## config.mk

```make
export PLATFORM = sky130hd
export DESIGN_NAME = uefc_top
export DESIGN_NICKNAME = d
export VERILOG_FILES = /design/src/inc/uefc_pkg.sv /design/src/design/uefc_top.sv
export VERILOG_INCLUDE_DIRS = /design/src /design/src/inc
export SDC_FILE = /design/constraint.sdc
export NUM_CORES = 1
export LEC_CHECK = 0
export ABC_AREA = 1
export BUFFER_PORTS_ARGS = -buffer_cell sky130_fd_sc_hd__buf_4
export CAP_MARGIN = 5
export CELL_PAD_IN_SITES_DETAIL_PLACEMENT = 0
export CELL_PAD_IN_SITES_GLOBAL_PLACEMENT = 2
export CORE_ASPECT_RATIO = 2
export CORE_MARGIN = 2
export CORE_UTILIZATION = 34
export DETAILED_ROUTE_END_ITERATION = 16
export PLACE_DENSITY = 0.84
export SKIP_CTS_REPAIR_TIMING = 1
export SLEW_MARGIN = 20
export SYNTH_ARGS = -nofsm -noshare
export SYNTH_HDL_FRONTEND = slang
export SYNTH_SLANG_ARGS = --single-unit
```

## constraint.sdc

```tcl
create_clock -name clk_sys_in -period 9 [get_ports clk_sys_in]
set_clock_uncertainty 0.1 [all_clocks]
set_input_delay 1.8 -clock clk_sys_in [delete_from_list [all_inputs] [get_ports clk_sys_in]]
set_output_delay 1.8 -clock clk_sys_in [all_outputs]
set_load 0.1 [all_outputs]
```

## src/inc/uefc_cfg.svh

```systemverilog
// Offsets, field positions and reset values of the extended-feature register block
// What this block does
// - Write-only select register; bank field picks general, first extra or second extra set
// - Select bit 0 set makes the transmit and receive level counters readable
// - Bank field wins over bit 0; counters readable only with bank zero
// - Eight-bit scratch register returns what was written, affects nothing else
// - Baud divisor is sixteen bits from high and low byte latches
// - Transmit space counter is read-only and shows free transmit FIFO entries
// - Receive fill counter is read-only and shows characters held in receive FIFO
// - Enhanced bit 7 halts transmission while CTS is one
// - Enhanced bit 6: interrupt at trigger, RTS high above it, low below next lower
// - Without automatic flow control RTS follows the software modem control bit
// - Enhanced bit 5 compares received characters with second pause character, sets status bit 4
// - Bit 0 of flow-control characters compares with received character's least significant bit
// - Enhanced interrupt, FIFO and modem control bits change only while enhanced bit 4 is set; software RTS bit 16 is always written
// - Enhanced bit 4 set enables enhanced features and restores the kept settings
// - Flow-control select bits reset to zero; upper two choose transmit characters
// - Dual-character mode treats both characters as one consecutive sequence
// - Lower two select bits choose receive comparison: first pair, second pair, or both
// - Select register shares its address with modem status; reads return modem status
`ifndef UEFC_CFG_SVH
`define UEFC_CFG_SVH
`define UEFC_OFS_SELECT   8'h00
`define UEFC_OFS_SCRATCH  8'h04
`define UEFC_OFS_DIV_LOW  8'h08
`define UEFC_OFS_DIV_HIGH 8'h0C
`define UEFC_OFS_TX_SPACE 8'h10
`define UEFC_OFS_RX_FILL  8'h14
`define UEFC_OFS_ENH_CTRL 8'h18
`define UEFC_OFS_ENH_BITS 8'h1C
`define UEFC_OFS_CHARS    8'h20
`define UEFC_OFS_STATUS   8'h24
`define UEFC_OFS_TRIGGER  8'h28
`define UEFC_SEL_CNT_BIT  0
`define UEFC_EFR_CTS_BIT  7
`define UEFC_EFR_RTS_BIT  6
`define UEFC_EFR_SPC_BIT  5
`define UEFC_EFR_ENH_BIT  4
`define UEFC_STS_SPC_BIT  4
`define UEFC_STS_TRG_BIT  0
`define UEFC_ENH_SW_RTS   16
`define UEFC_RST_BYTE     8'h00
`define UEFC_RST_TRIGGER  8'h01
`endif

```

## src/inc/uefc_pkg.sv

```systemverilog
// Types shared by the extended-feature register block
package uefc_pkg;
    typedef enum logic [1:0] {
        UEFC_BANK_GENERAL = 2'b00,
        UEFC_BANK_EXTRA1  = 2'b01,
        UEFC_BANK_EXTRA2  = 2'b10,
        UEFC_BANK_RSVD    = 2'b11
    } uefc_bank_t;
    typedef enum logic [1:0] {
        UEFC_SEQ_IDLE   = 2'b00,
        UEFC_SEQ_RES1   = 2'b01,
        UEFC_SEQ_PAUSE1 = 2'b10
    } uefc_seq_t;
    typedef struct packed {
        logic       write;
        logic [7:0] addr;
    } uefc_req_t;
endpackage

```

## src/design/uefc_top.sv

```systemverilog
// Extended-feature register logic of one UART channel with an AHB-Lite slave
//
// Added by the designer: the AHB-Lite register port and the address map.
`timescale 1ns/10ps
`default_nettype none
`include "uefc_cfg.svh"
module uefc_top (
    input  wire logic        clk_sys_in,
    input  wire logic        rst_in,
    input  wire logic        hsel_in,
    input  wire logic [31:0] haddr_in,
    input  wire logic [1:0]  htrans_in,
    input  wire logic        hwrite_in,
    input  wire logic [2:0]  hsize_in,
    input  wire logic [31:0] hwdata_in,
    output logic      [31:0] hrdata_out,
    output logic             hreadyout_out,
    output logic             hresp_out,
    input  wire logic        cts_in,
    input  wire logic [7:0]  modem_status_in,
    input  wire logic [7:0]  tx_free_in,
    input  wire logic [7:0]  rx_fill_in,
    input  wire logic        rx_char_valid_in,
    input  wire logic [7:0]  rx_char_in,
    output logic      [15:0] divisor_out,
    output logic      [8:0]  enh_bits_out,
    output logic             tx_halt_out,
    output logic             rts_out,
    output logic             rx_trig_irq_out,
    output logic      [1:0]  sw_tx_mode_out,
    output logic             rx_resume_out,
    output logic             rx_pause_out
);
    uefc_pkg::uefc_req_t  req_q;
    uefc_pkg::uefc_bank_t bank_q;
    uefc_pkg::uefc_seq_t  seq_q, seq_d;
    logic        wr_pend_q, rd_pend_q, ready_q;
    logic        cnt_en_q, cts_m_q, cts_q, rts_auto_q, sw_rts_q, spc_q, trg_q;
    logic [31:0] rdata_q;
    logic [7:0]  scratch_q, div_lo_q, div_hi_q, efr_q, trig_q;
    logic [7:0]  res1_q, res2_q, pause1_q, pause2_q;
    logic [8:0]  enh_q;
    logic        resume_q, pause_q;

    // Bank visibility decode, used for both reads and writes
    function automatic logic visible(input logic [7:0] a, input uefc_pkg::uefc_bank_t b);
        if (a == `UEFC_OFS_SELECT || a == `UEFC_OFS_STATUS) visible = 1'b1;
        else if (a == `UEFC_OFS_SCRATCH || a == `UEFC_OFS_TX_SPACE || a == `UEFC_OFS_RX_FILL
                 || a == `UEFC_OFS_ENH_BITS)
            visible = (b == uefc_pkg::UEFC_BANK_GENERAL);
        else if (a == `UEFC_OFS_DIV_LOW || a == `UEFC_OFS_DIV_HIGH || a == `UEFC_OFS_TRIGGER)
            visible = (b == uefc_pkg::UEFC_BANK_EXTRA1);
        else if (a == `UEFC_OFS_ENH_CTRL || a == `UEFC_OFS_CHARS)
            visible = (b == uefc_pkg::UEFC_BANK_EXTRA2);
        else visible = 1'b0;
    endfunction

    wire       accept   = hsel_in & htrans_in[1] & ready_q;
    wire       wr_vis   = wr_pend_q & visible(req_q.addr, bank_q);
    wire       rd_vis   = rd_pend_q & visible(req_q.addr, bank_q);
    wire       wr_sel   = wr_vis && req_q.addr == `UEFC_OFS_SELECT;
    wire       wr_scr   = wr_vis && req_q.addr == `UEFC_OFS_SCRATCH;
    wire       wr_dlo   = wr_vis && req_q.addr == `UEFC_OFS_DIV_LOW;
    wire       wr_dhi   = wr_vis && req_q.addr == `UEFC_OFS_DIV_HIGH;
    wire       wr_efr   = wr_vis && req_q.addr == `UEFC_OFS_ENH_CTRL;
    wire       wr_enh   = wr_vis && req_q.addr == `UEFC_OFS_ENH_BITS;
    wire       wr_chr   = wr_vis && req_q.addr == `UEFC_OFS_CHARS;
    wire       wr_trg   = wr_vis && req_q.addr == `UEFC_OFS_TRIGGER;
    wire       rd_sts   = rd_vis && req_q.addr == `UEFC_OFS_STATUS;
    wire       cnt_ok   = cnt_en_q && bank_q == uefc_pkg::UEFC_BANK_GENERAL;
    wire [1:0] new_bank = hwdata_in[2:1];
    wire [1:0] rx_mode  = efr_q[1:0];
    wire [1:0] tx_mode  = efr_q[3:2];
    wire       dual     = rx_mode == 2'b11 && tx_mode == 2'b11;
    // Full byte compare, so bit 0 of each character meets the received LSB
    wire       m_res1   = rx_char_in == res1_q;
    wire       m_res2   = rx_char_in == res2_q;
    wire       m_pau1   = rx_char_in == pause1_q;
    wire       m_pau2   = rx_char_in == pause2_q;
    wire       single   = rx_mode == 2'b11 && !dual;
    wire       hit_res  = rx_char_valid_in && !dual && ((rx_mode == 2'b10 && m_res1) ||
                          (rx_mode == 2'b01 && m_res2) || (single && (m_res1 || m_res2)));
    wire       hit_pau  = rx_char_valid_in && !dual && ((rx_mode == 2'b10 && m_pau1) ||
                          (rx_mode == 2'b01 && m_pau2) || (single && (m_pau1 || m_pau2)));
    wire       seq_res  = rx_char_valid_in && dual && seq_q == uefc_pkg::UEFC_SEQ_RES1 && m_res2;
    wire       seq_pau  = rx_char_valid_in && dual && seq_q == uefc_pkg::UEFC_SEQ_PAUSE1 && m_pau2;
    wire       spc_hit  = rx_char_valid_in && efr_q[`UEFC_EFR_SPC_BIT] && m_pau2;
    wire [8:0] fill9    = {1'b0, rx_fill_in};
    wire [8:0] trig9    = {1'b0, trig_q};
    wire       at_trig  = fill9 >= trig9;
    wire       rts_set  = fill9 >= trig9 + 9'h001;
    wire       rts_clr  = fill9 + 9'h001 < trig9;

    wire [31:0] rd_word =
        !rd_vis                             ? 32'h0000_0000 :
        req_q.addr == `UEFC_OFS_SELECT      ? {24'h000000, modem_status_in} :
        req_q.addr == `UEFC_OFS_SCRATCH     ? {24'h000000, scratch_q} :
        req_q.addr == `UEFC_OFS_DIV_LOW     ? {24'h000000, div_lo_q} :
        req_q.addr == `UEFC_OFS_DIV_HIGH    ? {24'h000000, div_hi_q} :
        req_q.addr == `UEFC_OFS_TX_SPACE    ? {24'h000000, cnt_ok ? tx_free_in : 8'h00} :
        req_q.addr == `UEFC_OFS_RX_FILL     ? {24'h000000, cnt_ok ? rx_fill_in : 8'h00} :
        req_q.addr == `UEFC_OFS_ENH_CTRL    ? {24'h000000, efr_q} :
        req_q.addr == `UEFC_OFS_ENH_BITS    ? {15'h0000, sw_rts_q, 5'h00, enh_q[8:6], 2'h0, enh_q[5:0]} :
        req_q.addr == `UEFC_OFS_CHARS       ? {pause2_q, pause1_q, res2_q, res1_q} :
        req_q.addr == `UEFC_OFS_STATUS      ? {27'h0000000, spc_q, 3'h0, trg_q} :
        req_q.addr == `UEFC_OFS_TRIGGER     ? {24'h000000, trig_q} : 32'h0000_0000;

    always_comb begin
        seq_d = seq_q;
        if (rx_char_valid_in && dual) begin
            if (m_res1) seq_d = uefc_pkg::UEFC_SEQ_RES1;
            else if (m_pau1) seq_d = uefc_pkg::UEFC_SEQ_PAUSE1;
            else seq_d = uefc_pkg::UEFC_SEQ_IDLE;
        end else if (!dual) begin
            seq_d = uefc_pkg::UEFC_SEQ_IDLE;
        end
    end

    // Bus phase tracking; reads take one wait state so a write just before lands first
    always_ff @(posedge clk_sys_in or posedge rst_in) begin
        if (rst_in) begin
            req_q     <= '0;
            wr_pend_q <= 1'b0;
            rd_pend_q <= 1'b0;
            ready_q   <= 1'b1;
            rdata_q   <= 32'h0000_0000;
        end else begin
            wr_pend_q <= accept & hwrite_in;
            rd_pend_q <= accept & ~hwrite_in;
            ready_q   <= ~(accept & ~hwrite_in);
            if (accept) req_q <= '{write: hwrite_in, addr: {haddr_in[7:2], 2'b00}};
            if (rd_pend_q) rdata_q <= rd_word;
        end
    end

    always_ff @(posedge clk_sys_in or posedge rst_in) begin
        if (rst_in) begin
            bank_q   <= uefc_pkg::UEFC_BANK_GENERAL;
            cnt_en_q <= 1'b0;
        end else if (wr_sel) begin
            // The reserved bank code is dropped and the old bank kept
            if (new_bank != uefc_pkg::UEFC_BANK_RSVD) bank_q <= uefc_pkg::uefc_bank_t'(new_bank);
            cnt_en_q <= hwdata_in[`UEFC_SEL_CNT_BIT];
        end
    end

    always_ff @(posedge clk_sys_in or posedge rst_in) begin
        if (rst_in) begin
            scratch_q <= `UEFC_RST_BYTE;
            div_lo_q  <= `UEFC_RST_BYTE;
            div_hi_q  <= `UEFC_RST_BYTE;
            trig_q    <= `UEFC_RST_TRIGGER;
        end else begin
            if (wr_scr) scratch_q <= hwdata_in[7:0];
            if (wr_dlo) div_lo_q <= hwdata_in[7:0];
            if (wr_dhi) div_hi_q <= hwdata_in[7:0];
            if (wr_trg) trig_q <= hwdata_in[7:0];
        end
    end

    always_ff @(posedge clk_sys_in or posedge rst_in) begin
        if (rst_in) begin
            efr_q    <= `UEFC_RST_BYTE;
            res1_q   <= `UEFC_RST_BYTE;
            res2_q   <= `UEFC_RST_BYTE;
            pause1_q <= `UEFC_RST_BYTE;
            pause2_q <= `UEFC_RST_BYTE;
        end else begin
            if (wr_efr) efr_q <= hwdata_in[7:0];
            if (wr_chr) {pause2_q, pause1_q, res2_q, res1_q} <= hwdata_in;
        end
    end

    // Enhanced bits keep their value while the gate is shut and reappear when it opens
    always_ff @(posedge clk_sys_in or posedge rst_in) begin
        if (rst_in) begin
            enh_q    <= 9'h000;
            sw_rts_q <= 1'b0;
        end else if (wr_enh) begin
            if (efr_q[`UEFC_EFR_ENH_BIT]) enh_q <= {hwdata_in[10:8], hwdata_in[5:0]};
            sw_rts_q <= hwdata_in[`UEFC_ENH_SW_RTS];
        end
    end

    // CTS pin is asynchronous to this clock
    always_ff @(posedge clk_sys_in or posedge rst_in) begin
        if (rst_in) begin
            cts_m_q <= 1'b0;
            cts_q   <= 1'b0;
        end else begin
            cts_m_q <= cts_in;
            cts_q   <= cts_m_q;
        end
    end

    always_ff @(posedge clk_sys_in or posedge rst_in) begin
        if (rst_in) begin
            rts_auto_q <= 1'b0;
            spc_q      <= 1'b0;
            trg_q      <= 1'b0;
            seq_q      <= uefc_pkg::UEFC_SEQ_IDLE;
            resume_q   <= 1'b0;
            pause_q    <= 1'b0;
        end else begin
            if (rts_set) rts_auto_q <= 1'b1;
            else if (rts_clr) rts_auto_q <= 1'b0;
            // A detection in the read-clear cycle is kept
            if (spc_hit) spc_q <= 1'b1;
            else if (rd_sts) spc_q <= 1'b0;
            trg_q    <= efr_q[`UEFC_EFR_RTS_BIT] && at_trig;
            seq_q    <= seq_d;
            resume_q <= hit_res | seq_res;
            pause_q  <= hit_pau | seq_pau;
        end
    end

    always_ff @(posedge clk_sys_in or posedge rst_in) begin
        if (rst_in) begin
            hrdata_out      <= 32'h0000_0000;
            hreadyout_out   <= 1'b1;
            hresp_out       <= 1'b0;
            divisor_out     <= 16'h0000;
            enh_bits_out    <= 9'h000;
            tx_halt_out     <= 1'b0;
            rts_out         <= 1'b0;
            rx_trig_irq_out <= 1'b0;
            sw_tx_mode_out  <= 2'b00;
            rx_resume_out   <= 1'b0;
            rx_pause_out    <= 1'b0;
        end else begin
            hrdata_out      <= rd_pend_q ? rd_word : rdata_q;
            hreadyout_out   <= ~(accept & ~hwrite_in);
            hresp_out       <= 1'b0;
            divisor_out     <= {div_hi_q, div_lo_q};
            enh_bits_out    <= efr_q[`UEFC_EFR_ENH_BIT] ? enh_q : 9'h000;
            tx_halt_out     <= efr_q[`UEFC_EFR_CTS_BIT] & cts_q;
            rts_out         <= efr_q[`UEFC_EFR_RTS_BIT] ? rts_auto_q : sw_rts_q;
            rx_trig_irq_out <= efr_q[`UEFC_EFR_RTS_BIT] && at_trig;
            sw_tx_mode_out  <= tx_mode;
            rx_resume_out   <= resume_q;
            rx_pause_out    <= pause_q;
        end
    end
endmodule // uefc_top
`default_nettype wire

```

## Word-level counts from Yosys, hierarchy flattened

Cells that the tools add are included.

| cells by class | value |
|---|---|
| multiply operators | 0 |
| $lt $le $gt $ge | 3 |
| muxes and demuxes | 28 |
| bitwise operators | 11 |
| div/mod/pow operators | 0 |
| equal/unequal tests | 24 |
| add/sub/neg operators | 2 |
| reduce and logical (&&, ||, !) cells | 49 |
| shift-type cells | 0 |

Operators with widths:

| cell | number |
|---|---|
| two-way mux 32 bit | 10 |
| == test 8 bit | 4 |
| two-way mux 8 bit | 4 |
| logical AND 1 bit | 29 |
| == test 6 x 3 -> 1 bit, second input constant | 4 |
| adder 8 x 1 -> 9 bit, second input constant | 2 |
| == test 6 x 4 -> 1 bit, second input constant | 3 |
| logical OR 1 bit | 13 |
| == test 6 x 2 -> 1 bit, second input constant | 2 |
| == test 2 bit, second input constant | 5 |
| >= comparator 8 x 9 -> 1 bit | 1 |
| < comparator 9 x 8 -> 1 bit | 1 |
| two-way mux 1 bit | 9 |
| two-way mux 9 bit | 1 |
| >= comparator 8 bit | 1 |
| zero test 8 bit | 1 |
| two-way mux 2 bit | 4 |
| bitwise AND 1 bit | 7 |
| == test 2 x 1 -> 1 bit, second input constant | 3 |
| == test 6 x 1 -> 1 bit, second input constant | 1 |
| AND reduction 2 bit | 2 |
| nonzero test 2 bit | 2 |
| zero test 2 bit | 1 |
| inequality test 2 x 1 -> 1 bit, second input constant | 1 |
| 4 further kinds | 6 |

| storage, ports and cells | value |
|---|---|
| latch bits | 0 |
| output and inout bits | 66 |
| memory bits (writable) | 0 |
| register bits after elaboration | 166 |
| ROM bits | 0 |
| input port bits | 107 |
| memories | 0 |

## Logic depth before layout (Yosys ltp)

Gate-level depths: netlist (run 1).

| depth | value |
|---|---|
| word-level depth | 13 |
| depth in mapped cells | 14 |
| depth with buffers taken out | 14 |

## Worst setup path after synthesis (run 1)

Ideal clock, no wire load.

| path | value |
|---|---|
| path type | input to register |
| start point | in rx_fill_in[2] |
| end point | reg rts_auto_q |
| path slack | 5.568 ns |
| arrival time | 3.214 ns |
| cell stages on the path | 12 |
| cell sequence | inv_1 nor3_1 nand3_1 nor3_1 xor2_1 ha_1 nand2_1 o21ai_0 a21oi_1 o21ai_0 nand2_1 nand2_1 |

| on the way | value |
|---|---|
| cells in the longest elaborated chain, start to end | 3 |

Ends and longest elaborated chain:

| item | RTL line | source |
|---|---|---|
| start, declared | uefc_top.sv:22 | `input wire logic [7:0] rx_fill_in,` |
| adder 8 x 1 -> 9 bit | uefc_top.sv:92 | `wire rts_clr = fill9 + 9'h001 < trig9;` |
| < comparator 9 x 8 -> 1 bit | uefc_top.sv:92 |  |
| nonzero test 2 bit (no line) | -- |  |
| end signal, assigned | uefc_top.sv:198 | `rts_auto_q <= 1'b0;` |
| end signal, assigned | uefc_top.sv:205 | `if (rts_set) rts_auto_q <= 1'b1;` |
| end signal, assigned | uefc_top.sv:206 | `else if (rts_clr) rts_auto_q <= 1'b0;` |
| end, declared | uefc_top.sv:38 | `logic cnt_en_q, cts_m_q, cts_q, rts_auto_q, sw_rts_q, spc_q, trg_q;` |

Several ways; a longest one is shown, not always the timed one.
A chain may end at the register's enable or synchronous reset.

## Worst setup path after layout (run 1)

| path | value |
|---|---|
| start point | reg req_q[7] (netlist name) |
| end point | reg efr_q[5] |

| on the way | value |
|---|---|
| cells in the longest elaborated chain, start to end | 8 |

Ends and longest elaborated chain:

| item | RTL line | source |
|---|---|---|
| start, declared | uefc_top.sv:34 | `uefc_pkg::uefc_req_t req_q;` |
| start signal, assigned | uefc_top.sv:131 | `if (accept) req_q <= '{write: hwrite_in, addr: {haddr_in[7:2], 2'b00}};` |
| == test 6 x 3 -> 1 bit (no line) (tied with other cells) | -- |  |
| logical OR 1 bit (no line) | -- |  |
| two-way mux 1 bit / logical OR 1 bit (equally long branches) (2 in series) | -- |  |
| two-way mux 1 bit | uefc_top.sv:48 | `` else if (a == `UEFC_OFS_SCRATCH \|\| a == `UEFC_OFS_TX_SPACE \|\| a == `UEFC_OFS_RX_FILL `` |
| two-way mux 1 bit | uefc_top.sv:47 | `` if (a == `UEFC_OFS_SELECT \|\| a == `UEFC_OFS_STATUS) visible = 1'b1; `` |
| bitwise AND 1 bit | uefc_top.sv:59 | `wire wr_vis = wr_pend_q & visible(req_q.addr, bank_q);` |
| logical AND 1 bit (no line) * | -- |  |
| end signal, assigned | uefc_top.sv:163 | `` efr_q <= `UEFC_RST_BYTE; `` |
| end signal, assigned | uefc_top.sv:169 | `if (wr_efr) efr_q <= hwdata_in[7:0];` |
| end, declared | uefc_top.sv:40 | `logic [7:0] scratch_q, div_lo_q, div_hi_q, efr_q, trig_q;` |

Every way passes the cells marked *; elsewhere a longest branch is shown, timed or not.

==> results of run 1 <==
## sequential cells by signal (all words and copies together), names as in the netlist, 9 cells and up
name,count
rdata_q,32
enh_q,9
enh_bits_out,9
divisor_out,16
## area by class of cell
cell class	count	area share
Sequential cell	166	0.412
Multi-Input combinational cell	732	0.357
Timing Repair Buffer	144	0.107
Clock buffer	22	0.0479
Tap cell	287	0.0356
Inverter	77	0.0291
Clock inverter	10	0.0119
## routing by layer
metal  vias up  track usage  share of wire  wire length [microns]
met3        33       0.0322          0.034                    866
met5         -            0              0                      0
li1       3473            -              -                      -
met2       157        0.389           0.55                  14000
met1      3258        0.229           0.38                   9810
met4         0       0.0960          0.037                    962
## worst paths after layout
kind	start	end	slack, ns	cells after the start
min	cts_m_q	cts_q	0.25	0
max	req_q[7]	efr_q[5]	5.14	10
max reg2reg	req_q[7]	efr_q[5]	5.14	10
min reg2reg	cts_m_q	cts_q	0.25	0
max in group asynchronous	rst_in	div_hi_q[7]	6.24	3
min in group asynchronous	rst_in	rdata_q[17]	1.38	2
## kinds of logic (layout without fill, tap and decap cells)
| logic type | count (synthesis) | after routing | share of synthesized area |
|---|---|---|---|
| simple gates | 519 | 519 | 0.263 |
| other cells | 1 | 1 | 0.000456 |
| fa+ha+maj | 26 | 26 | 0.0396 |
| buf+inv | 111 | 253 | 0.0556 |
| flops | 166 | 166 | 0.506 |
| compound gates | 144 | 144 | 0.0904 |
| xor+xnor | 42 | 42 | 0.0448 |
## where the power goes
group / internal, mW / switching [mW] / leakage, nW
clock network: 0.439 / 0.304 / 0.293
registers: 0.756 / 0.00887 / 1.71
logic: 0.0501 / 0.109 / 2.72
## cells in the final DEF (no fill, tap or decap), types with 2 or more instances in the layout
| cell type | count |
|---|---|
| buf_4 | 144 |
| o21ai_1 | 13 |
| o22ai_1 | 2 |
| inv_1 | 73 |
| inv_6 | 2 |
| nor2_4 | 5 |
| clkbuf_16 | 17 |
| ha_1 | 26 |
| nor3_1 | 9 |
| clkinvlp_4 | 2 |
| nor2_2 | 5 |
| clkinv_2 | 2 |
| nand2_1 | 379 |
| nand2_2 | 5 |
| nand4_1 | 20 |
| clkinv_4 | 3 |
| or2_2 | 7 |
| bufinv_16 | 2 |
| o21ai_0 | 89 |
| dfstp_2 | 2 |
| dfrtp_1 | 164 |
| xnor2_1 | 18 |
| clkbuf_8 | 4 |
| xor2_1 | 24 |
| nor2_1 | 55 |
| nand2_4 | 2 |
| a31oi_1 | 3 |
| nand3_1 | 29 |
| inv_2 | 2 |
| a21oi_1 | 33 |
==> results.md, run 1 <==
- Status: completed
- Starting Density: 0.345
- Async S/R FF share, synth: 1.00
- Crit path DAT: 4.13 ns
- Net Count, Synth: 1142
- Die ar.: 25500 sq um
- Final hold slack: 0.251 ns
- Rel. slew slack: 0.395
- Root Driver: clkbuf_16
- Antenna viol nets, final: 0
- WS Path Type: flip-flop to flip-flop
- Via density: 4.81
- Inserted Diodes: 0
- RSZ-0062 raised after global routing: no
- Slew Limit Fails: 0
- CP max stage cell: nor2_1
- Hold Fails Final Rpt: 0
- Placed Cells: 1406
- GP Congestion: 0.862
- First-pass GRT wire length: 40100 microns
- FF/Latch Area: 4160 sq um
- Num ports: 173
- Detailed Route WL: 25700 microns
- DP Area: 9500 sq um
- Most frequent cells after synthesis: nand2_1, dfrtp_1, o21ai_0, inv_1, nor2_1
- Worst setup SP type: flip-flop
- Worst path cell trace: nor2_1 > nand2_1 > nor2_2 > nand3b_1 > a21oi_1 > nand2_2 > nand2_4 > nor2_1 > nand2_1 > nand2_1
- Fin cells: 1438
- Setup WS post-layout: 5.14 ns
- Mapped Cells: 1009
- #FFs+latches synth: 166
- WP data required: 9.27 ns
- Crit. End Element: flip-flop
- Die height: 224 microns
- Fmax: 0.259 GHz
- Post-synthesis sequential area ratio: 0.506
- Ranking of synthesized cells by area: dfrtp_1, nand2_1, o21ai_0, ha_1, inv_1
- GR Util All Layers: 0.210
- CP max FO: 62
- Least-Margin Pin Slew: 0.904 ns
- Die width: 114 microns
- Area of the multi-input gates: 3600 sq um
- Tmin final: 3.86 ns
- Design Area, Final: 10100 sq um
- Cell family with most CP delay: simple AND/OR/NAND/NOR gates
- Dpl ws: 5.08 ns
- Pre-antenna DRT Iters: 6
- Final HPWL DP: 19700 microns
- Final setup viols: 0
- CTS Buf Count: 17
- Routed wire per std cell: 17.8 microns
- Pwr Density: 165 nW/um^2
- Htree depth: 4
- Cell taking the most area after synthesis: dfrtp_1
- Period Utilization, post-route: 0.429
- Worst-Skew Late Latency: 0.43 ns
- Core area: 23800 sq um
- Clock transition at the registers of the reported paths: 0.06 ns
- Share of cells above drive strength 1: 0.179
- Mean Syn Cell Area: 8.14 sq um
- Port Buffers: 141
- CTS Buffer Depth: 2
- Synthesized cell area: 8220 sq um
- # nets final: 1271
- Vias in the first global route: 7131
- TritonCTS clock tree: done
- Hold Crit Class: flip-flop to flip-flop
- Max stage delay on crit path: 0.88 ns
- P_leak: 4.72 nW
- Most used cell along the critical path: nand2_1
- P&R area growth vs syn: 22.9%
- # DRC: 0
- Post-synth top area share: 0.499
- FILL cells: 2477
- Initial antenna violation count: 0
- Maximum VDD drop: 0.0775 mV
- DRT iter0 DRCs: 477
- Synth unique cells: 36
- GR Overflow Total: 0
- YS warnings: 0
- Final TNS setup: 0 ns
- Top FF cell, synth: dfrtp_1
- Tot Pwr: 1.67 mW
- Rows: 80
- Buffers & Inverters on Critical Path: 0
- Number of synthesized flops with an enable pin: 0
- Largest net degree at the start of global routing: 78
- Util after Layout: 0.424
- Via total after detailed routing: 6921
- # Max-Cap Violations: 0
- Top-count cell post-synth: nand2_1
- # clock sinks: 166
(Power assumes the default switching activity.)
==> run 2: changes to the inputs <==
--- a/config.mk
+++ b/config.mk
@@ -13,9 +13,9 @@
 export CELL_PAD_IN_SITES_GLOBAL_PLACEMENT = 2
 export CORE_ASPECT_RATIO = 2
 export CORE_MARGIN = 2
-export CORE_UTILIZATION = 34
+export CORE_UTILIZATION = 32
 export DETAILED_ROUTE_END_ITERATION = 16
-export PLACE_DENSITY = 0.84
+export PLACE_DENSITY = 0.79
 export SKIP_CTS_REPAIR_TIMING = 1
 export SLEW_MARGIN = 20
 export SYNTH_ARGS = -nofsm -noshare
==> constraint.sdc (replaced) <==
create_clock -name clk_sys_in -period 3.6 [get_ports clk_sys_in]
set_clock_uncertainty 0.1 [all_clocks]
set_input_delay 0.72 -clock clk_sys_in [delete_from_list [all_inputs] [get_ports clk_sys_in]]
set_output_delay 0.72 -clock clk_sys_in [all_outputs]
set_load 0.1 [all_outputs]
==> results.md, run 2 (synthesis gave the netlist of run 1 again) <==
- Status: completed
- CP max FO: 5 (-92%)
- Switching power: 1.10 mW (+160%)
- Dpl ws: 0.758 ns (-4.32 ns)
- Core area: 25400 sq um (+6.8%)
- # clock sinks: 166 (unchanged)
- Routed wire per std cell: 17.3 microns (-3.1%)
- Fmax: 0.375 GHz (+45%)
- Placed Cells: 1466 (+4.3%)
- Slew Limit Fails: 0 (unchanged)
- DRT iter0 DRCs: 365 (-23%)
- Largest net degree at the start of global routing: 117 (+50%)
- Starting Density: 0.323 (-0.0220)
- RSZ-0062 raised after global routing: no
- Tot Pwr: 4.24 mW (+150%)
- Switching part of the total power: 0.259 (+0.00623)
- Util after Layout: 0.402 (-0.0216)
- Vias in the first global route: 7290 (+2.2%)
- Reg-to-reg endpoint: rts_auto_q
- P_leak: 4.77 nW (+0.95%)
- Worst setup SP type: flip-flop
- Top Registers: rdata_q (32), divisor_out (16)
- Inserted Diodes: 0 (unchanged)
- Share of cells above drive strength 1: 0.185 (+0.00583)
- Tmin final: 2.67 ns (-1.19 ns)
- CP max stage cell: dfstp_2
- Register-to-Register Path Depth: 13 (+3)
- Rel. slew slack: 0.539 (+0.143)
- Hold Path Stages: 0 (unchanged)
- Fin cells: 1498 (+4.2%)
- Num ports: 173 (unchanged)
- # DRC: 0 (unchanged)
- Worst path cell trace: inv_1 > nor3_1 > nand3_1 > nor3_1 > xor2_1 > inv_1 > ha_1 > nand2_1 > o21ai_0 > nor2_1 > o21ai_0 > nor2_1 > nand2_1
- Crit. End Element: flip-flop
- Detailed Route WL: 25900 microns (+0.94%)
- Die ar.: 27100 sq um (+6.1%)
- TritonCTS clock tree: done
- FILL cells: 2629 (+6.1%)
- Antenna viol nets, final: 0 (unchanged)
- Reg with most FFs: rdata_q
- First-pass GRT wire length: 41100 microns (+2.7%)
- Worst-Skew Late Latency: 0.44 ns (about the same)
- WS Path Type: flip-flop to flip-flop
- CTS Buffer Depth: 2 (unchanged)
- WHS Endpoint: rx_pause_out
- Reg2reg start: trig_q[0]
- Htree depth: 4 (unchanged)
- Root Driver: clkbuf_16
- # Max-Cap Violations: 0 (unchanged)
- Hold Fails Final Rpt: 0 (unchanged)
- Final setup viols: 0 (unchanged)
- P&R area growth vs syn: 24.6%
- DP Area: 9630 sq um (+1.4%)
- GP Congestion: 0.878 (+1.8%)
- Period Utilization, post-route: 0.742 (+0.313)
- Die height: 231 microns (+3.0%)
- Via total after detailed routing: 7083 (+2.3%)
- Gate power share: 0.095 (about the same)
- R2r setup slk: 0.93 ns (-4.21 ns)
- Rows: 83 (+3.8%)
- Final hold slack: 0.253 ns (+0.00240 ns)
- Design Area, Final: 10200 sq um (+1.4%)
- Die width: 117 microns (+3.0%)
- Commonest non-fill, non-tap cells in the layout: nand2_1, dfrtp_1, buf_4
- Cell family with most CP delay: simple AND/OR/NAND/NOR gates
- Buffers & Inverters on Critical Path: 2 (+2)
- Final TNS setup: 0 ns (unchanged)
- Hold Crit Class: flip-flop to flip-flop
- Setup WS post-layout: 0.930 ns (-4.21 ns)
- Clock transition at the registers of the reported paths: 0.07 ns (about the same)
- Crit path from: trig_q[0]
- Crit path DAT: 2.90 ns (-1.23 ns)
- Least-Margin Pin Slew: 0.692 ns (-0.212 ns)
- Final HPWL DP: 18900 microns (-4.0%)
- GR Util All Layers: 0.199 (-0.0109)
- Initial antenna violation count: 0 (unchanged)
- Pwr Density: 414 nW/um^2 (+150%)
- Power Internal: 3.14 mW (+150%)
- Max stage delay on crit path: 0.60 ns (-0.28 ns)
- WP data required: 3.83 ns (-5.44 ns)
- GR Overflow Total: 0 (unchanged)
- Commonest non-fill, non-tap cell in the layout: nand2_1
- # nets final: 1278 (+0.55%)
- HP Start: pause_q
- Part of the power in registers: 0.452 (-0.007)
- Port Buffers: 141 (unchanged)
- Max reg flops: 32 (unchanged)
- Maximum VDD drop: 0.339 mV (+340%)
- Clock group share of total power: 0.454 (+0.008)
- Pre-antenna DRT Iters: 4 (-2)
- Via density: 4.73 (-1.8%)
- CTS Buf Count: 17 (unchanged)
run 2: cell types whose count changed in the layout (fill, tap and decap cells not counted), sizes merged:
cell    change
buf         +7
clkinv      -1
inv         +1
run 2: worst reg2reg max path, cell delays in order, from the launching register on:
cell and delay, ns:
dfstp_2 0.60, inv_1 0.08, nor3_1 0.31, nand3_1 0.19
nor3_1 0.22, xor2_1 0.16, inv_1 0.05, ha_1 0.31
nand2_1 0.08, o21ai_0 0.10, nor2_1 0.13, o21ai_0 0.08
nor2_1 0.10, nand2_1 0.05
run 2: final cells by class:
type | count | area, sq um | share of cell area
inverter | 77 | 293 | 0.0286
tap | 340 | 425 | 0.0416
clock buffer | 22 | 494 | 0.0483
clock inverter | 10 | 116 | 0.0114
multi-input combinational | 732 | 3600 | 0.352
sequential | 166 | 4160 | 0.406
timing repair buffer | 151 | 1150 | 0.112
run 2: power groups by stage:
stage               clock, mW  combinational (mW)  sequential [mW]
finish                   1.92               0.401             1.91
detailed placement          0               0.408             1.95
global placement            0               0.405             1.95
floorplan                   0               0.181             1.99
global route             2.04               0.445             1.92
CTS                      1.97               0.409             1.91
run 2: metal layers:
| layer | routed length, microns | up-vias | global-route usage |
|---|---|---|---|
| li1 | - | 3486 | - |
| met1 | 11000 | 3383 | 0.246 |
| met2 | 13100 | 177 | 0.340 |
| met3 | 1020 | 37 | 0.0413 |
| met4 | 737 | 0 | 0.0761 |
| met5 | 0 | - | 0 |
run 2: how the worst max path moves through the flow:
stage | depth (start not counted) | slack [ns] | to
3_3_place_gp | 13 | 0.79 | rts_auto_q
4_1_cts | 13 | 0.92 | rts_auto_q
2_1_floorplan | 1 | 0.67 | bank_q[0]
3_5_place_dp | 13 | 0.76 | rts_auto_q
5_1_grt | 13 | 0.72 | rts_auto_q
6_report | 13 | 0.93 | rts_auto_q
